`config.mk`:
```
export PLATFORM = sky130hd
export DESIGN_NAME = ebt_timer
export DESIGN_NICKNAME = d
export VERILOG_FILES = /design/src/hw/ebt_pkg.sv /design/src/hw/ebt_timer.sv
export SDC_FILE = /design/constraint.sdc
export NUM_CORES = 1
export LEC_CHECK = 0
export CELL_PAD_IN_SITES_DETAIL_PLACEMENT = 0
export CELL_PAD_IN_SITES_GLOBAL_PLACEMENT = 2
export CORE_UTILIZATION = 36
export CTS_CLUSTER_SIZE = 40
export DETAILED_ROUTE_END_ITERATION = 16
export DONT_BUFFER_PORTS = 1
export PLACE_DENSITY_LB_ADDON = 0.1
export SETUP_SLACK_MARGIN = 0.3
export SLEW_MARGIN = 20
export SYNTH_ARGS = -nofsm -noshare
export SYNTH_HDL_FRONTEND = slang
export SYNTH_SLANG_ARGS = --single-unit
```
`constraint.sdc`:
```
create_clock -name ref_clk -period 3 [get_ports ref_clk]
set_clock_uncertainty 0.15 [all_clocks]
set_input_delay 0.6 -clock ref_clk [delete_from_list [all_inputs] [get_ports ref_clk]]
set_output_delay 0.6 -clock ref_clk [all_outputs]
set_load 0.01 [all_outputs]
```
`src/hw/ebt_pkg.sv`:
```
/*
  constants for the eight-bit waveform timer: register map, field positions,
  mode and action codes, reset values and period figures.
  assumes a 32-bit classic wishbone bus and a tick enable on the same clock.
*/
package ebt_pkg;
  localparam int unsigned DATA_W = 32;
  localparam int unsigned ADDR_W = 8;
  localparam int unsigned CNT_W = 8;

  // register byte offsets
  localparam logic [ADDR_W-1:0] OFS_CTRL = 8'h00;
  localparam logic [ADDR_W-1:0] OFS_COUNT = 8'h04;
  localparam logic [ADDR_W-1:0] OFS_COMPARE = 8'h08;
  localparam logic [ADDR_W-1:0] OFS_STATUS = 8'h0C;
  localparam logic [ADDR_W-1:0] OFS_STATE = 8'h10;

  // control fields
  localparam int unsigned CTRL_MODE_LSB = 0;
  localparam int unsigned CTRL_ACT_LSB = 2;
  localparam int unsigned CTRL_DIR_BIT = 4;
  localparam int unsigned CTRL_PORT_BIT = 5;
  // status fields, write one to clear
  localparam int unsigned STAT_OVF_BIT = 0;
  localparam int unsigned STAT_MATCH_BIT = 1;
  // state fields
  localparam int unsigned STATE_ACT_LSB = 0;
  localparam int unsigned STATE_DOWN_BIT = 8;
  localparam int unsigned STATE_WAVE_BIT = 9;

  localparam logic [1:0] MODE_NORMAL = 2'h0;
  localparam logic [1:0] MODE_PHASE = 2'h1;
  localparam logic [1:0] MODE_CLEAR = 2'h2;
  localparam logic [1:0] MODE_FAST = 2'h3;

  localparam logic [1:0] ACT_NONE = 2'h0;
  localparam logic [1:0] ACT_TOGGLE = 2'h1;
  localparam logic [1:0] ACT_CLEAR = 2'h2;
  localparam logic [1:0] ACT_SET = 2'h3;

  localparam logic [CNT_W-1:0] CNT_MAX = 8'hFF;
  localparam logic [CNT_W-1:0] CNT_BOTTOM = 8'h00;
  localparam logic [CNT_W-1:0] RST_COUNT = 8'h00;
  localparam logic [CNT_W-1:0] RST_COMPARE = 8'h00;
  localparam logic [7:0] RST_CTRL = 8'h00;

  localparam int unsigned FAST_PERIOD_TICKS = 256;
  localparam int unsigned PHASE_PERIOD_TICKS = 510;

  typedef enum logic [1:0] {
    DIR_UP = 2'b01,
    DIR_DOWN = 2'b10
  } ebt_dir_t;
endpackage

```
`src/hw/ebt_timer.sv`:
```
/*
  eight-bit timer with one compare channel: normal, clear-on-match, fast pwm
  and phase-correct pwm counting, overflow and match flags, waveform output
  and pin override, all reached over a classic wishbone slave.
  assumes timer_tick is a one-cycle enable made on ref_clk by a prescaler.
*/
`timescale 1ns/10ps
module ebt_timer (
  input wire logic ref_clk,
  input wire logic sys_rst,
  input wire logic timer_tick,
  input wire logic wb_cyc_i,
  input wire logic wb_stb_i,
  input wire logic wb_we_i,
  input wire logic [ebt_pkg::ADDR_W-1:0] wb_adr_i,
  input wire logic [3:0] wb_sel_i,
  input wire logic [ebt_pkg::DATA_W-1:0] wb_dat_i,
  output logic [ebt_pkg::DATA_W-1:0] wb_dat_o,
  output logic wb_ack_o,
  output logic wave_pin_out,
  output logic wave_pin_oe,
  output logic overflow_flag,
  output logic match_flag
);
  import ebt_pkg::*;

  logic ack_reg;
  logic [DATA_W-1:0] rdata_reg;
  logic [1:0] wave_mode_sel_reg;
  logic [1:0] output_action_sel_reg;
  logic dir_bit_reg;
  logic port_bit_reg;
  logic [CNT_W-1:0] count_value_reg;
  logic [CNT_W-1:0] count_value_next;
  logic [CNT_W-1:0] compare_buf_reg;
  logic [CNT_W-1:0] compare_value_reg;
  logic [CNT_W-1:0] compare_value_next;
  ebt_dir_t dir_reg;
  ebt_dir_t dir_next;
  logic wave_out_reg;
  logic wave_out_next;
  logic block_reg;
  logic ovf_reg;
  logic match_reg;
  logic pin_out_reg;
  logic pin_oe_reg;

  // bus decode; a write commits on the edge where ack is seen high
  wire req = wb_cyc_i & wb_stb_i;
  wire commit = req & ack_reg & wb_we_i & wb_sel_i[0];
  wire sel_ctrl = (wb_adr_i == OFS_CTRL);
  wire sel_count = (wb_adr_i == OFS_COUNT);
  wire sel_compare = (wb_adr_i == OFS_COMPARE);
  wire sel_status = (wb_adr_i == OFS_STATUS);
  wire sel_state = (wb_adr_i == OFS_STATE);
  wire wr_ctrl = commit & sel_ctrl;
  wire wr_count = commit & sel_count;
  wire wr_compare = commit & sel_compare;
  wire wr_status = commit & sel_status;
  wire [CNT_W-1:0] wbyte = wb_dat_i[CNT_W-1:0];

  // mode decode
  wire is_normal = (wave_mode_sel_reg == MODE_NORMAL);
  wire is_phase = (wave_mode_sel_reg == MODE_PHASE);
  wire is_clear = (wave_mode_sel_reg == MODE_CLEAR);
  wire is_fast = (wave_mode_sel_reg == MODE_FAST);
  wire is_pwm = is_phase | is_fast;
  wire at_max = (count_value_reg == CNT_MAX);
  wire at_bottom = (count_value_reg == CNT_BOTTOM);
  wire going_up = (dir_reg == DIR_UP);
  // a counter write hides the match on the following tick
  wire match_hit = (count_value_reg == compare_value_reg) & ~block_reg;
  wire tick_match = timer_tick & match_hit;
  wire tick_wrap = timer_tick & at_max & ~is_phase;
  wire phase_top = timer_tick & is_phase & going_up & at_max;
  wire phase_bottom = timer_tick & is_phase & ~going_up & (count_value_reg == CNT_BOTTOM + 8'h01);
  wire ovf_set = (~is_phase & tick_wrap) | phase_bottom;
  // pwm buffer copies at the counting extreme
  wire buf_load = (is_fast & tick_wrap) | phase_top;
  wire ocr_is_max = (compare_value_reg == CNT_MAX);
  wire ocr_is_min = (compare_value_reg == CNT_BOTTOM);
  wire act_set = (output_action_sel_reg == ACT_SET);
  wire act_none = (output_action_sel_reg == ACT_NONE);

  // counter sequence; software write wins over count and clear
  always_comb begin
    count_value_next = count_value_reg;
    dir_next = dir_reg;
    if (wr_count) begin
      count_value_next = wbyte;
    end else if (timer_tick) begin
      unique case (wave_mode_sel_reg)
        MODE_NORMAL: begin
          count_value_next = count_value_reg + 8'h01;
        end
        MODE_CLEAR: begin
          if (match_hit) begin
            count_value_next = CNT_BOTTOM;
          end else begin
            count_value_next = count_value_reg + 8'h01;
          end
        end
        MODE_FAST: begin
          count_value_next = at_max ? CNT_BOTTOM : count_value_reg + 8'h01;
        end
        MODE_PHASE: begin
          // max and bottom each last exactly one tick, 510 ticks a period
          if (going_up) begin
            if (at_max) begin
              dir_next = DIR_DOWN;
              count_value_next = count_value_reg - 8'h01;
            end else begin
              count_value_next = count_value_reg + 8'h01;
            end
          end else begin
            if (at_bottom) begin
              dir_next = DIR_UP;
              count_value_next = count_value_reg + 8'h01;
            end else begin
              count_value_next = count_value_reg - 8'h01;
            end
          end
        end
      endcase
    end
  end

  // active compare: direct in non-pwm modes, buffered in pwm modes
  always_comb begin
    compare_value_next = compare_value_reg;
    if (wr_compare & ~is_pwm) begin
      compare_value_next = wbyte;
    end else if (buf_load) begin
      compare_value_next = compare_buf_reg;
    end
  end

  // waveform state; action 0 never touches it
  always_comb begin
    wave_out_next = wave_out_reg;
    if (timer_tick & ~act_none) begin
      unique case (wave_mode_sel_reg)
        MODE_NORMAL, MODE_CLEAR: begin
          if (match_hit) begin
            unique case (output_action_sel_reg)
              ACT_TOGGLE: wave_out_next = ~wave_out_reg;
              ACT_CLEAR: wave_out_next = 1'b0;
              ACT_SET: wave_out_next = 1'b1;
              default: wave_out_next = wave_out_reg;
            endcase
          end
        end
        MODE_FAST: begin
          if (output_action_sel_reg == ACT_TOGGLE) begin
            if (match_hit) begin
              wave_out_next = ~wave_out_reg;
            end
          end else if (at_max) begin
            // wrap level wins, so compare at max holds a constant level
            wave_out_next = ~act_set;
          end else if (match_hit) begin
            wave_out_next = act_set;
          end
        end
        MODE_PHASE: begin
          // toggle has no meaning on a dual slope and is ignored
          if (output_action_sel_reg != ACT_TOGGLE) begin
            if (going_up & at_max) begin
              wave_out_next = ocr_is_max ? ~act_set : act_set;
            end else if (match_hit) begin
              if (going_up | ocr_is_min) begin
                wave_out_next = act_set;
              end else begin
                wave_out_next = ~act_set;
              end
            end
          end
        end
      endcase
    end
  end

  // read mux, held in a flop with ack
  wire [DATA_W-1:0] ctrl_rd = {26'h000_0000, port_bit_reg, dir_bit_reg, output_action_sel_reg, wave_mode_sel_reg};
  wire [DATA_W-1:0] stat_rd = {30'h0000_0000, match_reg, ovf_reg};
  wire [DATA_W-1:0] state_rd = {22'h00_0000, wave_out_reg, ~going_up, compare_value_reg};
  wire [DATA_W-1:0] rd_mux = sel_ctrl ? ctrl_rd :
                             sel_count ? {24'h00_0000, count_value_reg} :
                             sel_compare ? {24'h00_0000, compare_buf_reg} :
                             sel_status ? stat_rd :
                             sel_state ? state_rd : 32'h0000_0000;

  always_ff @(posedge ref_clk) begin
    if (sys_rst) begin
      ack_reg <= 1'b0;
      rdata_reg <= 32'h0000_0000;
    end else begin
      ack_reg <= req & ~ack_reg;
      rdata_reg <= rd_mux;
    end
  end

  always_ff @(posedge ref_clk) begin
    if (sys_rst) begin
      wave_mode_sel_reg <= RST_CTRL[CTRL_MODE_LSB +: 2];
      output_action_sel_reg <= RST_CTRL[CTRL_ACT_LSB +: 2];
      dir_bit_reg <= RST_CTRL[CTRL_DIR_BIT];
      port_bit_reg <= RST_CTRL[CTRL_PORT_BIT];
    end else if (wr_ctrl) begin
      wave_mode_sel_reg <= wbyte[CTRL_MODE_LSB +: 2];
      output_action_sel_reg <= wbyte[CTRL_ACT_LSB +: 2];
      dir_bit_reg <= wbyte[CTRL_DIR_BIT];
      port_bit_reg <= wbyte[CTRL_PORT_BIT];
    end
  end

  always_ff @(posedge ref_clk) begin
    if (sys_rst) begin
      count_value_reg <= RST_COUNT;
      dir_reg <= DIR_UP;
      compare_buf_reg <= RST_COMPARE;
      compare_value_reg <= RST_COMPARE;
      wave_out_reg <= 1'b0;
      block_reg <= 1'b0;
    end else begin
      count_value_reg <= count_value_next;
      dir_reg <= dir_next;
      compare_value_reg <= compare_value_next;
      wave_out_reg <= wave_out_next;
      if (wr_compare) begin
        compare_buf_reg <= wbyte;
      end
      if (wr_count) begin
        block_reg <= 1'b1;
      end else if (timer_tick) begin
        block_reg <= 1'b0;
      end
    end
  end

  // flags: hardware set wins over a software clear in the same cycle
  always_ff @(posedge ref_clk) begin
    if (sys_rst) begin
      ovf_reg <= 1'b0;
      match_reg <= 1'b0;
    end else begin
      ovf_reg <= ovf_set | (ovf_reg & ~(wr_status & wbyte[STAT_OVF_BIT]));
      match_reg <= tick_match | (match_reg & ~(wr_status & wbyte[STAT_MATCH_BIT]));
    end
  end

  // pin: override only while an action is chosen; driver follows direction bit
  always_ff @(posedge ref_clk) begin
    if (sys_rst) begin
      pin_out_reg <= 1'b0;
      pin_oe_reg <= 1'b0;
    end else begin
      pin_out_reg <= act_none ? port_bit_reg : wave_out_reg;
      pin_oe_reg <= dir_bit_reg;
    end
  end

  assign wb_ack_o = ack_reg;
  assign wb_dat_o = rdata_reg;
  assign wave_pin_out = pin_out_reg;
  assign wave_pin_oe = pin_oe_reg;
  assign overflow_flag = ovf_reg;
  assign match_flag = match_reg;
endmodule

```
==> results.cfg <==
[finish]
num-fill-cells = 952
final_cell_mix = 49 x dfxtp_1, 47 x nand2_1, 30 x a21oi_1
fin_util = 0.384
layout.nets = 448
design_area_sq_um = 3330
layout_commonest_cell = dfxtp_1
area_delta_synth_final_pct = 3.46
regArea_sq_um = 981
largest_reg_flops = 10
antennaDiodeCount = 0
multi_input_area_sq_um = 1980
final_cells = 503
drive_gt1_frac = 0.114

[route]
drc = 0
wl_per_cell_microns = 18.9
postRouteAntennaNets = 0
totalWireLength_microns = 9520
first_pass_iters = 4
viasPerCell = 5.63
drt_iter0_markers = 113
vias = 2833

[flow_run]
drv_cap = 0

[timing]
slew_headroom = 0.603
drv_slew = 0
setup_violations = 0
rsz0062_at_grt = false
hold_viol = 0
min_period_ns = 2.46
max_freq_ghz = 0.407
period_share = 0.818
worst_slew_pin_slew_ns = 0.587
fin_setup_tns_ns = 0

[synth]
yosysSeqAreaShare = 0.305
async_flop_share = 0
syn_inst = 400
syn_area_per_cell_sq_um = 8.05
ys_warn_count = 0
synth-seq-cells = 49
synthFlopType = dfxtp_1
synth_edf_count = 0
synth_area_sq_um = 3220
synth_cell_types = 68

[setup_path]
critical_path_required_ns = 3.07
regToRegStartpoint = count_value_reg[1]
crit_path_end_kind = flop
crit_path_start_kind = flop
worstSetupEndpoint = compare_value_reg[3]
ff2ff_path_depth = 7
crit_start = count_value_reg[1]
rr_endpoint = compare_value_reg[3]
critPathMaxFanout = 16
crit_arrival_ns = 2.53
critPathKind = flop to flop
r2r_slack_ns = 0.54

[cts]
clk_pin_slew_ns = 0.10
h-tree-depth = 2
cts_inserted_buffers = 5
cts_num_sinks = 49
clock_path_buffers = 2
cts-root-buf = clkbuf_8
insertion_delay_ns = 0.31
post_cts_buffers = 0
cts_tree = done

[place]
place_inst = 495
post-dp-hpwl_microns = 6930
place_area_sq_um = 3240
port_buffers = 0
place_congestion = 0.796

[floorplanning]
ios = 87
dieArea_sq_um = 9320
die_h_microns = 96.5
fp.coreArea_sq_um = 8680
num_rows = 34
fp.dieW_microns = 96.5
initial_utilization = 0.371

[global_routing]
antenna_found_initial = 0
grt.total_usage = 0.214
grt_pass1_vias = 2589
grt_pass1_wl_microns = 14700
overflow = 0
grt_max_degree = 49

[pwr]
power.density_nw_per_um2 = 352
ir_worst_vdd_v = 0.000145
p_total_mw = 1.17
p_leak_nw = 1.15

[min_path]
hp-start = sys_rst
hp-class = input port to flop

[run_status]
run_status = finished clean
Yosys cell counts, types with 8 or more instances:
cell type  number  area [sq um]
nand2_1        47           176
nand4_1         8          50.1
nand3_1        12          60.1
buf_4          28           210
clkbuf_1       11          41.3
o21ai_0        16          80.1
dfxtp_1        49           981
mux2i_1         9          90.1
nor2_1         29           109
nor3_1         11          55.1
xnor2_1        13           114
a21oi_1        30           150
nor2b_1        10          62.6
worst min-delay path by stage:
| stage | endpoint | depth (start not counted) |
|---|---|---|
| finish | match_flag | 1 |
| global route | compare_buf_reg[2] | 1 |
| CTS | wave_pin_oe | 1 |
| detailed placement | block_reg | 2 |
| global placement | compare_buf_reg[2] | 2 |
| floorplan | wave_pin_out | 2 |
layout make-up:
type	instances	share of cell area
inverters	7	0.00789
multi-input cells	315	0.594
repair buffers	16	0.0361
clock buffers	5	0.0207
clock inverters	3	0.00639
well taps	108	0.0406
flip-flops and latches	49	0.295
cells by family (layout without fill, tap and decap cells):
kind of cell	after synthesis	count (layout)	share of synthesized area
xor+xnor	18	18	0.0490
other cells	1	22	0.00117
flops	49	49	0.305
mux	10	10	0.0315
fa+ha+maj	4	4	0.0156
buf+inv	57	31	0.107
compound gates	92	92	0.202
simple gates	169	169	0.290
layer usage:
layer,track usage,up-vias,part of all wire
met3,0.0376,7,0.052
met5,0,-,0
met4,0.0319,0,0.0077
li1,-,1381,-
met1,0.296,1362,0.47
met2,0.352,83,0.47
what timing repair did:
item	in CTS	in global routing
setup endpoints to repair	0	1
hold buffers	0	0
resized for setup	0	1
power breakdown:
group	total, mW	internal [mW]	switching [mW]
clock network	0.415	0.166	0.249
registers	0.662	0.655	0.00665
logic	0.0960	0.0380	0.0580
worst max-delay path, stage by stage (launching register included):
cell      delay, ns
dfxtp_1        0.45
ha_1           0.30
nand3_1        0.19
or2_1          0.36
nor2_1         0.28
a31o_4         0.32
nor2_1         0.06
a311oi_1       0.26
through the flow:
step / hold WS [ns] / setup WS [ns]
global placement: 0.297 / 0.506
finish: 0.203 / 0.545
floorplan: 0.294 / 0.707
global route: 0.189 / 0.351
CTS: 0.189 / 0.513
detailed placement: 0.304 / 0.519
Power figures use the tool's default switching activity.
